[config.mk]
export PLATFORM = sky130hd
export DESIGN_NAME = rgbwpw_led_pwm
export DESIGN_NICKNAME = d
export VERILOG_FILES = /design/src/pkg/rgbwpw_pkg.sv /design/src/pkg/rgbwpw_tick_if.sv /design/src/hw/rgbwpw_led_pwm.sv /design/src/hw/rgbwpw_divider.sv
export SDC_FILE = /design/constraint.sdc
export NUM_CORES = 1
export LEC_CHECK = 0
export ABC_CLOCK_PERIOD_IN_PS = 2710
export BUFFER_PORTS_ARGS = -buffer_cell sky130_fd_sc_hd__buf_2
export CORE_MARGIN = 3
export CORE_UTILIZATION = 46
export CTS_BUF_LIST = sky130_fd_sc_hd__clkbuf_4 sky130_fd_sc_hd__clkbuf_8 sky130_fd_sc_hd__clkbuf_16
export DETAILED_ROUTE_END_ITERATION = 12
export SYNTH_ARGS = -nofsm -noshare
export SYNTH_HDL_FRONTEND = slang
export SYNTH_HIERARCHICAL = 1
export SYNTH_SLANG_ARGS = --single-unit
export TNS_END_PERCENT = 1
[constraint.sdc]
create_clock -name core_clk -period 2.71 [get_ports core_clk]
set_clock_uncertainty 0.1 [all_clocks]
set_input_delay 0.4065 -clock core_clk [delete_from_list [all_inputs] [get_ports core_clk]]
set_output_delay 0.4065 -clock core_clk [all_outputs]
set_load 0.02 [all_outputs]
[src/pkg/rgbwpw_pkg.sv]
// Package with register map, field positions and reset values for the LED PWM block
package rgbwpw_pkg;
  localparam logic [15:0] CTRL_OFS     = 16'h3400;
  localparam logic [15:0] DIV_OFS      = 16'h3402;
  localparam logic [15:0] RED_OFS      = 16'h3404;
  localparam logic [15:0] GREEN_OFS    = 16'h3406;
  localparam logic [15:0] BLUE_OFS     = 16'h3408;
  localparam logic [15:0] SLOPE_OFS    = 16'h340A;
  localparam logic [15:0] WHITE_OFS    = 16'h340E;
  localparam logic [15:0] STATUS_OFS   = 16'h3412;
  localparam int          WHT_OUT_BIT  = 0;
  localparam int          RGB_OUT_BIT  = 1;
  localparam int          POL_BIT      = 2;
  localparam int          AUD_EN_BIT   = 4;
  localparam int          AUD_LVL_BIT  = 5;
  localparam int          WHT_EN_BIT   = 8;
  localparam int          RED_EN_BIT   = 9;
  localparam int          GRN_EN_BIT   = 10;
  localparam int          BLU_EN_BIT   = 11;
  localparam int          OFF_LSB      = 8;
  localparam int          ON_LSB       = 0;
  localparam logic [15:0] CTRL_MASK    = 16'h0F37;
  localparam logic [15:0] DIV_MASK     = 16'h000F;
  localparam logic [15:0] POINT_MASK   = 16'h7F7F;
  localparam logic [15:0] SLOPE_MASK   = 16'h7FFF;
  localparam logic [15:0] WHITE_MASK   = 16'h3F3F;
  localparam logic [15:0] REG_RESET    = 16'h0000;
  localparam logic [6:0]  FULL_OFF     = 7'h7F;
  localparam logic [3:0]  DIV_MAX_CODE = 4'h8;
  localparam logic [7:0]  WHT_BASE     = 8'hFF;
endpackage

[src/pkg/rgbwpw_tick_if.sv]
// Interface carrying the divided colour tick between prescaler and core
interface rgbwpw_tick_if;
  logic       srcTick;
  logic [3:0] divSel;
  logic       run;
  logic       colTick;
  modport core (output srcTick, output divSel, output run, input colTick);
  modport div  (input srcTick, input divSel, input run, output colTick);
endinterface

[src/hw/rgbwpw_led_pwm.sv]
// Top of the RGBW LED pulse-width modulator with its register file
// Overview of operation
// - Red enable clear forces red low pre-polarity
// - White enable clear forces white low pre-polarity
// - Blue enable clear forces blue low pre-polarity
// - Green enable clear forces green low pre-polarity
// - All colour enables clear resets reference counter
// - Bit 5 selects active audio gate level
// - Bit 4 lets audio gate colour outputs only
// - Polarity bit: 0 inverts, 1 passes, all pins
// - Colour group enable clear holds colour pins high
// - White group enable clear holds white pin high
// - Everything disabled stops the whole PWM clock
// - Divider codes 1:1, 2:1, 4..16:1, else stopped
// - Divider affects colour channels only, not white
// - Turn-off field bits 14-8, off time minus one
// - Turn-on field bits 6-0, zero starts cycle
// - Turn-off 7Fh keeps LED on to cycle end
module rgbwpw_led_pwm (
  // Clock and reset
  input  wire logic        core_clk,
  input  wire logic        reset,
  // Register port
  input  wire logic [15:0] regAddr,
  input  wire logic [15:0] regWrData,
  input  wire logic        regWrite,
  input  wire logic        regRead,
  output logic      [15:0] regRdData,
  // Source clock enable and audio gate
  input  wire logic        led_source_clock,
  input  wire logic        audio_gate_in,
  // LED pins
  output logic             red_led_out,
  output logic             green_led_out,
  output logic             blue_led_out,
  output logic             white_led_out
);
  logic [15:0] ctrl_q,  ctrl_d;
  logic [15:0] div_q,   div_d;
  logic [15:0] slope_q, slope_d;
  logic [15:0] white_q, white_d;
  logic [15:0] rd_q,    rd_d;
  logic [15:0] pts_q [3];
  logic [15:0] pts_d [3];
  logic [6:0]  ref_q,   ref_d;
  logic [7:0]  wsub_q,  wsub_d;
  logic [5:0]  wper_q,  wper_d;
  logic [2:0]  col_q,   col_d;
  logic        wht_q,   wht_d;
  logic [3:0]  pin_q,   pin_d;
  logic        run;
  logic        colEn;
  logic        gateOk;
  logic [2:0]  chEn;
  logic [6:0]  onPt  [3];
  logic [6:0]  offPt [3];
  logic [15:0] rdMux;

  rgbwpw_tick_if tick ();

  assign chEn = {ctrl_q[rgbwpw_pkg::BLU_EN_BIT], ctrl_q[rgbwpw_pkg::GRN_EN_BIT],
                 ctrl_q[rgbwpw_pkg::RED_EN_BIT]};
  assign colEn = |chEn;
  assign run = (|ctrl_q[rgbwpw_pkg::BLU_EN_BIT:rgbwpw_pkg::WHT_EN_BIT])
             | ctrl_q[rgbwpw_pkg::RGB_OUT_BIT] | ctrl_q[rgbwpw_pkg::WHT_OUT_BIT];
  assign tick.srcTick = led_source_clock & run;
  assign tick.divSel = div_q[3:0];
  assign tick.run = run & colEn;

  rgbwpw_divider u_div (
    .core_clk (core_clk),
    .reset    (reset),
    .tick     (tick)
  );

  // Register writes
  always_comb begin
    ctrl_d  = ctrl_q;
    div_d   = div_q;
    slope_d = slope_q;
    white_d = white_q;
    for (int i = 0; i < 3; i++) begin
      pts_d[i] = pts_q[i];
    end
    if (regWrite) begin
      case (regAddr)
        rgbwpw_pkg::CTRL_OFS:  ctrl_d  = regWrData & rgbwpw_pkg::CTRL_MASK;
        rgbwpw_pkg::DIV_OFS:   div_d   = regWrData & rgbwpw_pkg::DIV_MASK;
        rgbwpw_pkg::RED_OFS:   pts_d[0] = regWrData & rgbwpw_pkg::POINT_MASK;
        rgbwpw_pkg::GREEN_OFS: pts_d[1] = regWrData & rgbwpw_pkg::POINT_MASK;
        rgbwpw_pkg::BLUE_OFS:  pts_d[2] = regWrData & rgbwpw_pkg::POINT_MASK;
        rgbwpw_pkg::SLOPE_OFS: slope_d = regWrData & rgbwpw_pkg::SLOPE_MASK;
        rgbwpw_pkg::WHITE_OFS: white_d = regWrData & rgbwpw_pkg::WHITE_MASK;
        default: begin
        end
      endcase
    end
  end

  // Register reads
  always_comb begin
    case (regAddr)
      rgbwpw_pkg::CTRL_OFS:   rdMux = ctrl_q;
      rgbwpw_pkg::DIV_OFS:    rdMux = div_q;
      rgbwpw_pkg::RED_OFS:    rdMux = pts_q[0];
      rgbwpw_pkg::GREEN_OFS:  rdMux = pts_q[1];
      rgbwpw_pkg::BLUE_OFS:   rdMux = pts_q[2];
      rgbwpw_pkg::SLOPE_OFS:  rdMux = slope_q;
      rgbwpw_pkg::WHITE_OFS:  rdMux = white_q;
      rgbwpw_pkg::STATUS_OFS: rdMux = {4'h0, pin_q, 1'b0, ref_q};
      default:                rdMux = 16'h0000;
    endcase
    rd_d = regRead ? rdMux : 16'h0000;
  end

  // Colour reference counter and white period counter
  always_comb begin
    ref_d  = ref_q;
    wsub_d = wsub_q;
    wper_d = wper_q;
    if (!colEn) begin
      ref_d = 7'h00;
    end else if (tick.colTick) begin
      ref_d = 7'(ref_q + 7'h01); // wraps 127 to 0
    end
    if (tick.srcTick) begin // white ignores divider
      if (wsub_q == rgbwpw_pkg::WHT_BASE) begin
        wsub_d = 8'h00;
        wper_d = (wper_q >= white_q[5:0]) ? 6'h00 : 6'(wper_q + 6'h01);
      end else begin
        wsub_d = 8'(wsub_q + 8'h01);
      end
    end
  end

  // Colour comparators
  for (genvar c = 0; c < 3; c++) begin : g_col
    assign onPt[c]  = pts_q[c][rgbwpw_pkg::ON_LSB +: 7];
    assign offPt[c] = pts_q[c][rgbwpw_pkg::OFF_LSB +: 7];
    always_comb begin
      // On from turn-on point through off point (off time minus one)
      col_d[c] = (ref_q >= onPt[c]) &&
                 ((offPt[c] == rgbwpw_pkg::FULL_OFF) || (ref_q <= offPt[c]));
    end
  end

  // White modulator: duty field counts periods of 256 source ticks
  always_comb begin
    wht_d = (white_q[13:8] == 6'h3F) || (wper_q <= white_q[13:8]);
  end

  // Gating, group enables and polarity
  always_comb begin
    gateOk = !ctrl_q[rgbwpw_pkg::AUD_EN_BIT] ||
             (audio_gate_in ^ ctrl_q[rgbwpw_pkg::AUD_LVL_BIT]);
    for (int i = 0; i < 3; i++) begin
      // Channel enable and audio gate act before polarity
      pin_d[i] = col_q[i] & chEn[i] & gateOk;
      pin_d[i] = ctrl_q[rgbwpw_pkg::POL_BIT] ? pin_d[i] : !pin_d[i];
      if (!ctrl_q[rgbwpw_pkg::RGB_OUT_BIT]) begin
        pin_d[i] = 1'b1;
      end
    end
    pin_d[3] = wht_q & ctrl_q[rgbwpw_pkg::WHT_EN_BIT];
    pin_d[3] = ctrl_q[rgbwpw_pkg::POL_BIT] ? pin_d[3] : !pin_d[3];
    if (!ctrl_q[rgbwpw_pkg::WHT_OUT_BIT]) begin
      pin_d[3] = 1'b1;
    end
  end

  // Register file storage
  always_ff @(posedge core_clk) begin
    if (reset) begin
      ctrl_q  <= rgbwpw_pkg::REG_RESET;
      div_q   <= rgbwpw_pkg::REG_RESET;
      slope_q <= rgbwpw_pkg::REG_RESET;
      white_q <= rgbwpw_pkg::REG_RESET;
      for (int i = 0; i < 3; i++) begin
        pts_q[i] <= rgbwpw_pkg::REG_RESET;
      end
    end else begin
      ctrl_q  <= ctrl_d;
      div_q   <= div_d;
      slope_q <= slope_d;
      white_q <= white_d;
      pts_q   <= pts_d;
    end
  end

  // Read data, valid in the cycle after the strobe only
  always_ff @(posedge core_clk) begin
    if (reset) begin
      rd_q <= 16'h0000;
    end else begin
      rd_q <= rd_d;
    end
  end

  // Reference and white period counters
  always_ff @(posedge core_clk) begin
    if (reset) begin
      ref_q  <= 7'h00;
      wsub_q <= 8'h00;
      wper_q <= 6'h00;
    end else begin
      ref_q  <= ref_d;
      wsub_q <= wsub_d;
      wper_q <= wper_d;
    end
  end

  // Modulator outputs
  always_ff @(posedge core_clk) begin
    if (reset) begin
      col_q <= 3'h0;
      wht_q <= 1'b0;
    end else begin
      col_q <= col_d;
      wht_q <= wht_d;
    end
  end

  // Pin flops, high while group enables are clear
  always_ff @(posedge core_clk) begin
    if (reset) begin
      pin_q <= 4'hF;
    end else begin
      pin_q <= pin_d;
    end
  end

  assign regRdData     = rd_q;
  assign red_led_out   = pin_q[0];
  assign green_led_out = pin_q[1];
  assign blue_led_out  = pin_q[2];
  assign white_led_out = pin_q[3];
endmodule

[src/hw/rgbwpw_divider.sv]
// Colour clock prescaler: 1:1, 2:1, then even ratios to 16:1, stop on reserved codes
module rgbwpw_divider (
  // Clock and reset
  input  wire logic   core_clk,
  input  wire logic   reset,
  // Tick link
  rgbwpw_tick_if.div  tick
);
  logic [3:0] cnt_q;
  logic [3:0] cnt_d;
  logic [3:0] limit;
  logic       pulse;

  always_comb begin
    limit = (tick.divSel == 4'h0) ? 4'h0 : 4'((tick.divSel << 1) - 4'h1);
    pulse = 1'b0;
    cnt_d = cnt_q;
    if (!tick.run || tick.divSel > rgbwpw_pkg::DIV_MAX_CODE) begin
      cnt_d = 4'h0;
    end else if (tick.srcTick) begin
      if (cnt_q >= limit) begin
        cnt_d = 4'h0;
        pulse = 1'b1;
      end else begin
        cnt_d = 4'(cnt_q + 4'h1);
      end
    end
  end

  assign tick.colTick = pulse;

  always_ff @(posedge core_clk) begin
    if (reset) begin
      cnt_q <= 4'h0;
    end else begin
      cnt_q <= cnt_d;
    end
  end
endmodule

======== After elaboration in Yosys (flattened, before gate mapping) ========
Index checks and enable logic that the tools add are counted.
operators by class
  add/sub/neg operators ................... 5
  $lt $le $gt $ge ......................... 10
  equality and inequality tests ........... 13
  multiplexer cells ....................... 12
  bitwise gates (word level) .............. 16
  reductions and logical operators ........ 31
operators by type and width
  kind                  count
  $eq 16x14->1 const B  8
  $pmux 15 s8           1
  $eq 7x7->1 const B    3
  $ge 7x7->1            3
  $le 7x7->1            3
  $reduce_and 2->1      8
  $reduce_or 2->1       5
  $and 1x1->1           9
  $add 8x1->8 const B   1
  $eq 8x8->1 const B    1
  $mux 4                2
  $mux 8                1
  $add 7x1->7 const B   1
  $mux 1                7
  $add 6x1->6 const B   1
  $eq 6x6->1 const B    1
  $ge 6x6->1            1
  $le 6x6->1            1
  $logic_not 1->1       6
  $logic_or 1x1->1      6
  $mux 6                1
  $add 4x1->4 const B   1
  $ge 4x4->1            1
  $gt 4x4->1 const B    1
  other kinds (8)       14
storage, ports and cells
  bits in registers ....................... 131
  bits of input ports ..................... 38
  output and inout port bits .............. 20
  word-level logic and storage cells ...... 103

======== Depth between registers and ports, before layout ========
Gate-level depths: netlist of the first run.
  depth in word-level cells ............... 7
  gate-level depth with buffers ........... 11
  mapped depth without buffers ............ 11

======== By module ========
The synthesis of the first run kept the hierarchy.
modules (own cells, without submodules)
  module          instances  cells an instance  area each (um2)  seq. area each (um2)
  rgbwpw_led_pwm  1          824                6779.0           2522.4
  rgbwpw_divider  1          42                 374.1            80.1

======== Worst setup path after synthesis of the first run ========
OpenSTA, ideal clock, no wires.
  kind .................................... register to register
  from .................................... register ctrl_q[9]
  to ...................................... register ref_q[3]
  setup time .............................. 121 ps
  data arrival time ....................... 2115 ps
  data required time ...................... 2489 ps
  path slack .............................. 374 ps
  stages on the path, launching flop included .. 9
  buffers on the path ..................... 1
  clock period less this slack ............ 2336 ps
  path through ............................ dfxtp_1 or3_1 o41ai_2 clkinv_1 clkbuf_2 and4_1 nand4_1 xor2_1 nor2_1
between the ends
  longest elaborated chain between the ends .. 7
  elaborated cells on any way between the ends .. 12
  classes of those cells .................. 2 x mux; 5 x bitwise; 5 x reduce/logical
RTL lines
  item                     RTL line               RTL
  start, declared          rgbwpw_led_pwm.sv:38   logic [15:0] ctrl_q, ctrl_d;
  start signal, assigned   rgbwpw_led_pwm.sv:174  ctrl_q <= rgbwpw_pkg::REG_RESET;
  start signal, assigned   rgbwpw_led_pwm.sv:182  ctrl_q <= ctrl_d;
  $reduce_or 4->1          rgbwpw_led_pwm.sv:64   assign run = (|ctrl_q[rgbwpw_pkg::BLU_EN_BIT:rgbwpw_pkg::WHT_EN_BIT])
  $or 1x1->1 (2 in a row)  rgbwpw_led_pwm.sv:65   | ctrl_q[rgbwpw_pkg::RGB_OUT_BIT] | ctrl_q[rgbwpw_pkg::WHT_OUT_BIT];
  $and 1x1->1 *            rgbwpw_led_pwm.sv:68   assign tick.run = run & colEn;
  via tick.run             rgbwpw_tick_if.sv:5    logic run;
  $logic_not 1->1 *        rgbwpw_divider.sv:18   if (!tick.run || tick.divSel > rgbwpw_pkg::DIV_MAX_CODE) begin
  $logic_or 1x1->1 *       rgbwpw_divider.sv:18
  $mux 1 *                 rgbwpw_divider.sv:18
  via tick.colTick         rgbwpw_tick_if.sv:6    logic colTick;
  end signal, assigned     rgbwpw_led_pwm.sv:206  ref_q <= ref_d;
  end, declared            rgbwpw_led_pwm.sv:45   logic [6:0] ref_q, ref_d;
Mark *: on every way through the listed nets, which the timed path passes. The rest lies on a longest branch.
A chain may end at the register's enable or synchronous reset.

======== Final worst setup path of the first run ========
  from .................................... register ref_q[0]
  to ...................................... register col_q[1]
between the ends
  longest elaborated chain between the ends .. 3
  elaborated cells on any way between the ends .. 4
  classes of those cells .................. 2 x order compare; 2 x reduce/logical
RTL lines
  item                  RTL line               RTL
  $le 7x7->1            rgbwpw_led_pwm.sv:143  ((offPt[c] == rgbwpw_pkg::FULL_OFF) || (ref_q <= offPt[c]));
  $logic_or 1x1->1      rgbwpw_led_pwm.sv:143
  $logic_and 1x1->1 *   rgbwpw_led_pwm.sv:142  col_d[c] = (ref_q >= onPt[c]) &&
  end signal, assigned  rgbwpw_led_pwm.sv:218  col_q <= col_d;
  end, declared         rgbwpw_led_pwm.sv:48   logic [2:0] col_q, col_d;
Every way passes the cells marked *; elsewhere a longest branch is shown, timed or not.

==> results.md, run 1 <==
- Pwr dens: 566 nW/um^2
- Critical Path Slowest Stage Cell: a2111oi_0
- Synth Warn #: 6
- Port bufs: 55
- Top Ports: 58
- Die H: 131 um
- Seq/Total Area, Yosys: 36.4%
- GRT Overall Usage: 27.3%
- Max Fclk: 398 MHz
- CP max stage delay: 0.73 ns
- CTS tree: yes
- Yosys cell types: 65
- Routed wire length: 22.9 mm
- Post-synth top flop: dfxtp_1
- Post-synthesis mux area share: 4.34%
- H-tree Lvls: 4
- Remaining DRCs: 0
- Slew @ Worst Pin: 1.07 ns
- Hold Crit Class: primary input to flip-flop
- Mapped Avg Cell Area: 8.26 sq um
- Fin Setup TNS: 0 ns
- Area delta synth->final: 17.9%
- XOR/XNOR share of the synthesized area: 2.08%
- Global-route wire length before repair: 35.2 mm
- Row count: 44
- R2R Path End: col_q[1]
- Vias in the first global route: 6373
- Die width: 131 um
- Max Buffers Root-to-Sink: 2
- Largest fanout on the critical path: 6
- WP data arrival: 2.65 ns
- RR Startpoint: ref_q[0]
- Largest family of logic cells by synthesized area: simple AND/OR/NAND/NOR gates
- RSZ-0062 raised after global routing: false
- Core Region: 14900 sq um
- Via density: 5.87
- Worst Hold Depth: 3
- Final core occ: 56.7%
- Multi-input logic area: 4110 sq um
- Root buffer cell: clkbuf_16
- Synthesized flop and latch total: 130
- Slew Viols, Final: 0
- Compound-Gate Fraction of Synth Area: 17.2%
- Antenna viol nets, final: 0
- Maximum vdd drop: 0.449 mV
- Part of the cycle the worst path needs: 92.7%
- FFs w/ async S/R, synth: 0%
- Drt wl/cell: 20.2 um
- Die Area: 17100 sq um
- Worst Hold Endpoint: slope_q[7]
- Num Clock Sinks: 130
- EDFF count, synth: 0
- Fraction of layout cells with a size suffix above 1: 16.0%
- Static leakage: 3.06 nW
- Worst Path Required: 2.85 ns
- Final Hold Fails: 0
- Hold Path Origin: regWrData[7]
- Worst-path clk slew: 0.06 ns
- Hold_buf cts: 0
- Final #Nets: 1036
- Fill count: 1403
- Commonest non-fill, non-tap cells in the layout: nand2_1, dfxtp_1, a21oi_1
- Initial antenna violation count: 0
- GPL Wtd Cong: 0.955
- Max cap viols: 0
- Most common cell after layout, fill and taps aside: nand2_1
- Slew headroom: 28.9%
- Post-DP HPWL: 17.0 mm
- Cell Area, Synth: 7150 sq um
- Congestion Overflow GR: 0
- Detailed Route Iter0 Violations: 655
- Largest net degree at the start of global routing: 42
- Crit path time final: 2.51 ns
- DR vias: 6643
- Startpoint class of the critical path: flip-flop
- CP Class: flip-flop to flip-flop
- Syn nets: 966
- Total CTS buffers: 17
- Setup violations, final: 0
- R2r setup slk: 0.20 ns
- Synthesized-area fraction occupied by and/or/nand/nor cells: 22.9%
- Initial Utilization: 48.1%
- Cell count after synthesis: 866
- Adder-Cell Fraction of Synth Area: 10.8%
- Worst Reg-to-Reg Cells: 7
- Diode count: 0
- Sequential Area: 2600 sq um
- Outcome: finished, final reports clean
- Setup crit end kind: flip-flop
- CP Cell Sequence: inv_1 > ha_1 > nand2b_1 > a21o_1 > a21oi_1 > o21a_1 > a2111oi_0
- Drt first pass iters: 6
- Worst skew pair latency: 0.42 ns
[worst max-delay path by stage]
stage	slack [ns]	to	start	cells past startpoint
after floorplan	0.37	ref_q[3]	ctrl_q[9]	8
after detailed placement	0.11	ref_q[6]	div_q[2]	11
after global placement	0.20	ref_q[6]	div_q[2]	11
final	0.20	col_q[1]	ref_q[0]	7
after CTS	0.10	ref_q[6]	div_q[2]	11
after global routing	0.05	ref_q[5]	div_q[2]	11
[registers in the layout, summed over array words and instances, names as in the netlist, 6 cells and up]
register	count
ctrl_q	9
offPt	21
onPt	21
ref_q	7
regRdData	15
slope_q	15
white_q	12
wper_q	6
wsub_q	8
[kinds of logic after synthesis]
| logic type | Yosys count |
|---|---|
| AND/OR/NAND/NOR | 334 |
| AO/OA/AOI/OAI | 185 |
| flip-flops | 130 |
| buffers and inverters | 106 |
| adder cells (fa/ha/maj) | 62 |
| multiplexers | 31 |
| XOR/XNOR | 17 |
| other | 1 |
[power breakdown]
group | internal (mW) | switching (mW) | leakage (nW)
registers | 1.91 | 0.00142 | 1.05
logic | 0.0394 | 0.0996 | 1.67
clock network | 1.84 | 0.877 | 0.333
total | 3.79 | 0.978 | 3.06
[worst max-delay path, delay by kind of cell, from the launching register on]
family	cells	cell delay, ns
simple gates	1	0.09
buf+inv	1	0.26
compound gates	4	1.08
flops	1	0.46
fa+ha+maj	1	0.34
[layout make-up]
type | count | area share (%)
Clock buffer | 18 | 5.21
Multi-Input combinational cell | 630 | 48.7
Clock inverter | 13 | 3.04
Tap cell | 184 | 2.73
Inverter | 65 | 2.89
Timing Repair Buffer | 92 | 6.59
Sequential cell | 130 | 30.9
[through the flow]
stage	setup WS [ns]	area [sq um]	hold slack, ns	std cells	total power [mW]
after floorplan	0.374	7150	0.320	866	2.01
after detailed placement	0.110	7740	0.345	1101	2.09
after global routing	0.0464	8430	0.146	1132	4.90
after CTS	0.104	8430	0.127	1132	4.81
final	0.198	8430	0.146	1132	4.77
after global placement	0.203	7740	0.338	1101	2.09
[synth_stat cells, drive strengths merged, types with 5 or more instances]
| cell type | number | area (sq um) |
|---|---|---|
| or3 | 5 | 31.3 |
| nand2 | 156 | 586 |
| ha | 62 | 776 |
| clkbuf | 23 | 88.8 |
| nor2b | 14 | 87.6 |
| dfxtp | 130 | 2600 |
| o21ai | 12 | 60.1 |
| a22oi | 18 | 135 |
| nand4 | 22 | 138 |
| and4 | 7 | 61.3 |
| xnor2 | 10 | 87.6 |
| a31oi | 9 | 71.3 |
| nand3 | 26 | 143 |
| xor2 | 7 | 61.3 |
| a21o | 10 | 75.1 |
| nor3 | 24 | 135 |
| nor2 | 48 | 183 |
| o21a | 5 | 37.5 |
| a21oi | 95 | 509 |
| buf | 18 | 114 |
| mux2i | 31 | 310 |
| inv | 64 | 240 |
| nand2b | 11 | 76.3 |
[timing repair]
item,4_1_cts,5_1_grt
resized for setup,0,2
setup buffers,0,0
hold endpoints to repair,0,0
setup endpoints to repair,0,2
[layer usage]
metal / GRT usage, % / wire (um) / part of all wire (%) / vias to the layer above
met5: 0 / 0 / 0 / -
met4: 10.3 / 597 / 2.6 / 0
met3: 7.15 / 2160 / 9.4 / 36
met2: 43.5 / 10600 / 46 / 293
met1: 35.6 / 9550 / 42 / 3138
li1: - / - / - / 3176
(Power assumes the default switching activity.)
==> inputs of run 2 (changes only) <==
--- a/config.mk
+++ b/config.mk
@@ -7,10 +7,14 @@
 export LEC_CHECK = 0
 export ABC_CLOCK_PERIOD_IN_PS = 2710
 export BUFFER_PORTS_ARGS = -buffer_cell sky130_fd_sc_hd__buf_2
+export CELL_PAD_IN_SITES_DETAIL_PLACEMENT = 1
+export CELL_PAD_IN_SITES_GLOBAL_PLACEMENT = 2
 export CORE_MARGIN = 3
-export CORE_UTILIZATION = 46
+export CORE_UTILIZATION = 37
 export CTS_BUF_LIST = sky130_fd_sc_hd__clkbuf_4 sky130_fd_sc_hd__clkbuf_8 sky130_fd_sc_hd__clkbuf_16
 export DETAILED_ROUTE_END_ITERATION = 12
+export PLACE_DENSITY_LB_ADDON = 0.1
+export SKIP_CTS_REPAIR_TIMING = 1
 export SYNTH_ARGS = -nofsm -noshare
 export SYNTH_HDL_FRONTEND = slang
 export SYNTH_HIERARCHICAL = 1
==> run 2 against run 1 <==
  * Sequential share of layout area barely moved
  * Critical path depth rose by 4
  * Clock power fell by 14%
  * Flip-flop and latch count did not move
  * Via count rose by 0.14%
  * Register-to-register slack barely moved
  * Critical path type unchanged
  * Largest power group unchanged
==> results.md, run 2 (synthesis results as in run 1) <==
- Diode count: 0
- GPL Wtd Cong: 0.882
- Initial Utilization: 38.0%
- Area post-placement: 7850 sq um
- RSZ-0062 raised after global routing: false
- Vias in the first global route: 6933
- Port bufs: 55
- Post-route cell area: 8450 sq um
- Top Ports: 58
- CTS tree: yes
- Antenna viol nets, final: 0
- Setup crit end kind: flip-flop
- Max Buffers Root-to-Sink: 2
- Num Clock Sinks: 130
- Drt first pass iters: 4
- Die H: 145 um
- Hold Crit Class: primary input to flip-flop
- Total power: 4.40 mW
- Root buffer cell: clkbuf_16
- Worst Path Required: 2.92 ns
- Startpoint class of the critical path: flip-flop
- Slew headroom: 34.2%
- Core Region: 18800 sq um
- Congestion Overflow GR: 0
- CP Class: flip-flop to flip-flop
- Crit path time final: 2.52 ns
- Drt wl/cell: 20.9 um
- Routed wire length: 25.3 mm
- Static leakage: 3.02 nW
- Final #Nets: 1037
- Fin Setup TNS: 0 ns
- Detailed Route Iter0 Violations: 400
- Worst-path clk slew: 0.06 ns
- WP data arrival: 2.73 ns
- GRT Overall Usage: 24.2%
- Maximum vdd drop: 0.409 mV
- Part of the cycle the worst path needs: 92.9%
- H-tree Lvls: 4
- Slew @ Worst Pin: 0.987 ns
- Global-route wire length before repair: 39.6 mm
- Post-DP HPWL: 19.2 mm
- Most common cell after layout, fill and taps aside: nand2_1
- CP max stage delay: 0.45 ns
- Via density: 5.50
- CP Cell Sequence: nor2_1 > nand2_1 > ha_1 > nand2b_4 > a2111oi_4 > nor2_2 > and4_2 > buf_4 > nand2_1 > xnor2_1 > nor2_1
- Commonest non-fill, non-tap cells in the layout: nand2_1, dfxtp_1, a21oi_1
- Final Hold Fails: 0
- Outcome: finished, final reports clean
- Slew Viols, Final: 0
- Largest net degree at the start of global routing: 47
- Remaining DRCs: 0
- Critical Path Slowest Stage Cell: a2111oi_4
- Pwr dens: 521 nW/um^2
- DR vias: 6652
- Die width: 145 um
- Die Area: 21000 sq um
- Worst skew pair latency: 0.43 ns
- Fill count: 2224
- Max cap viols: 0
- Area delta synth->final: 18.1%
- Row count: 50
- Initial antenna violation count: 0
- Setup violations, final: 0
- Max Fclk: 397 MHz
- Total CTS buffers: 17
- Largest fanout on the critical path: 6
- Fraction of layout cells with a size suffix above 1: 16.3%
[run 2: changes by cell type in the layout (fill, tap and decap cells not counted)]
| cell | previous run | this run |
|---|---|---|
| dfxtp_2 | 0 | 1 |
| clkbuf_8 | 1 | 3 |
| clkbuf_4 | 0 | 3 |
| clkinv_2 | 1 | 4 |
| bufinv_16 | 7 | 2 |
| and4_2 | 0 | 1 |
| and4_4 | 1 | 0 |
| buf_12 | 0 | 1 |
| clkinv_4 | 2 | 0 |
| dfxtp_1 | 130 | 129 |
[run 2: layer usage]
metal | vias to the layer above | global-route usage (%) | share of wire (%)
li1 | 3172 | - | -
met1 | 3266 | 30.9 | 45
met2 | 172 | 40.4 | 47
met3 | 42 | 5.22 | 4.6
met4 | 0 | 8.79 | 3.1
met5 | - | 0 | 0
[run 2: critical path: cells and delay by family (launching register included)]
family / cells / cell delay (ns)
buffers and inverters: 1 / 0.16
flip-flops: 1 / 0.37
AO/OA/AOI/OAI: 1 / 0.45
AND/OR/NAND/NOR: 7 / 0.94
XOR/XNOR: 1 / 0.12
adder cells (fa/ha/maj): 1 / 0.27
[run 2: final cells by class]
| type | instances | area (sq um) | area share (%) |
|---|---|---|---|
| sequential | 130 | 2600 | 30.8 |
| tap | 260 | 325 | 3.85 |
| clock inverter | 9 | 104 | 1.23 |
| inverter | 65 | 244 | 2.89 |
| timing repair buffer | 93 | 576 | 6.81 |
| multi-input combinational | 630 | 4110 | 48.6 |
| clock buffer | 23 | 489 | 5.79 |
[run 2: metrics by stage]
step | hold WS, ns | cells | setup WS [ns] | utilization, %
global route | 0.131 | 1210 | 0.0171 | 44.9
floorplan | 0.320 | 866 | 0.374 | -
finish | 0.126 | 1210 | 0.192 | 44.9
CTS | 0.116 | 1210 | 0.135 | 44.8
detailed placement | 0.348 | 1178 | 0.181 | 41.7
global placement | 0.336 | 1178 | 0.228 | 41.7
[run 2: final timing paths]
check	to	depth (start not counted)	from	slack, ns
worst max-delay path	ref_q[2]	11	div_q[1]	0.19
worst min-delay path	slope_q[7]	3	regWrData[7]	0.13
worst max register to register	ref_q[2]	11	div_q[1]	0.19
worst min register to register	slope_q[7]	2	slope_q[7]	0.36
[run 2: power by group]
part	internal [mW]	total [mW]	switching [mW]
sequential	1.91	1.92	0.00152
combinational	0.0403	0.147	0.107
clock	1.45	2.33	0.883
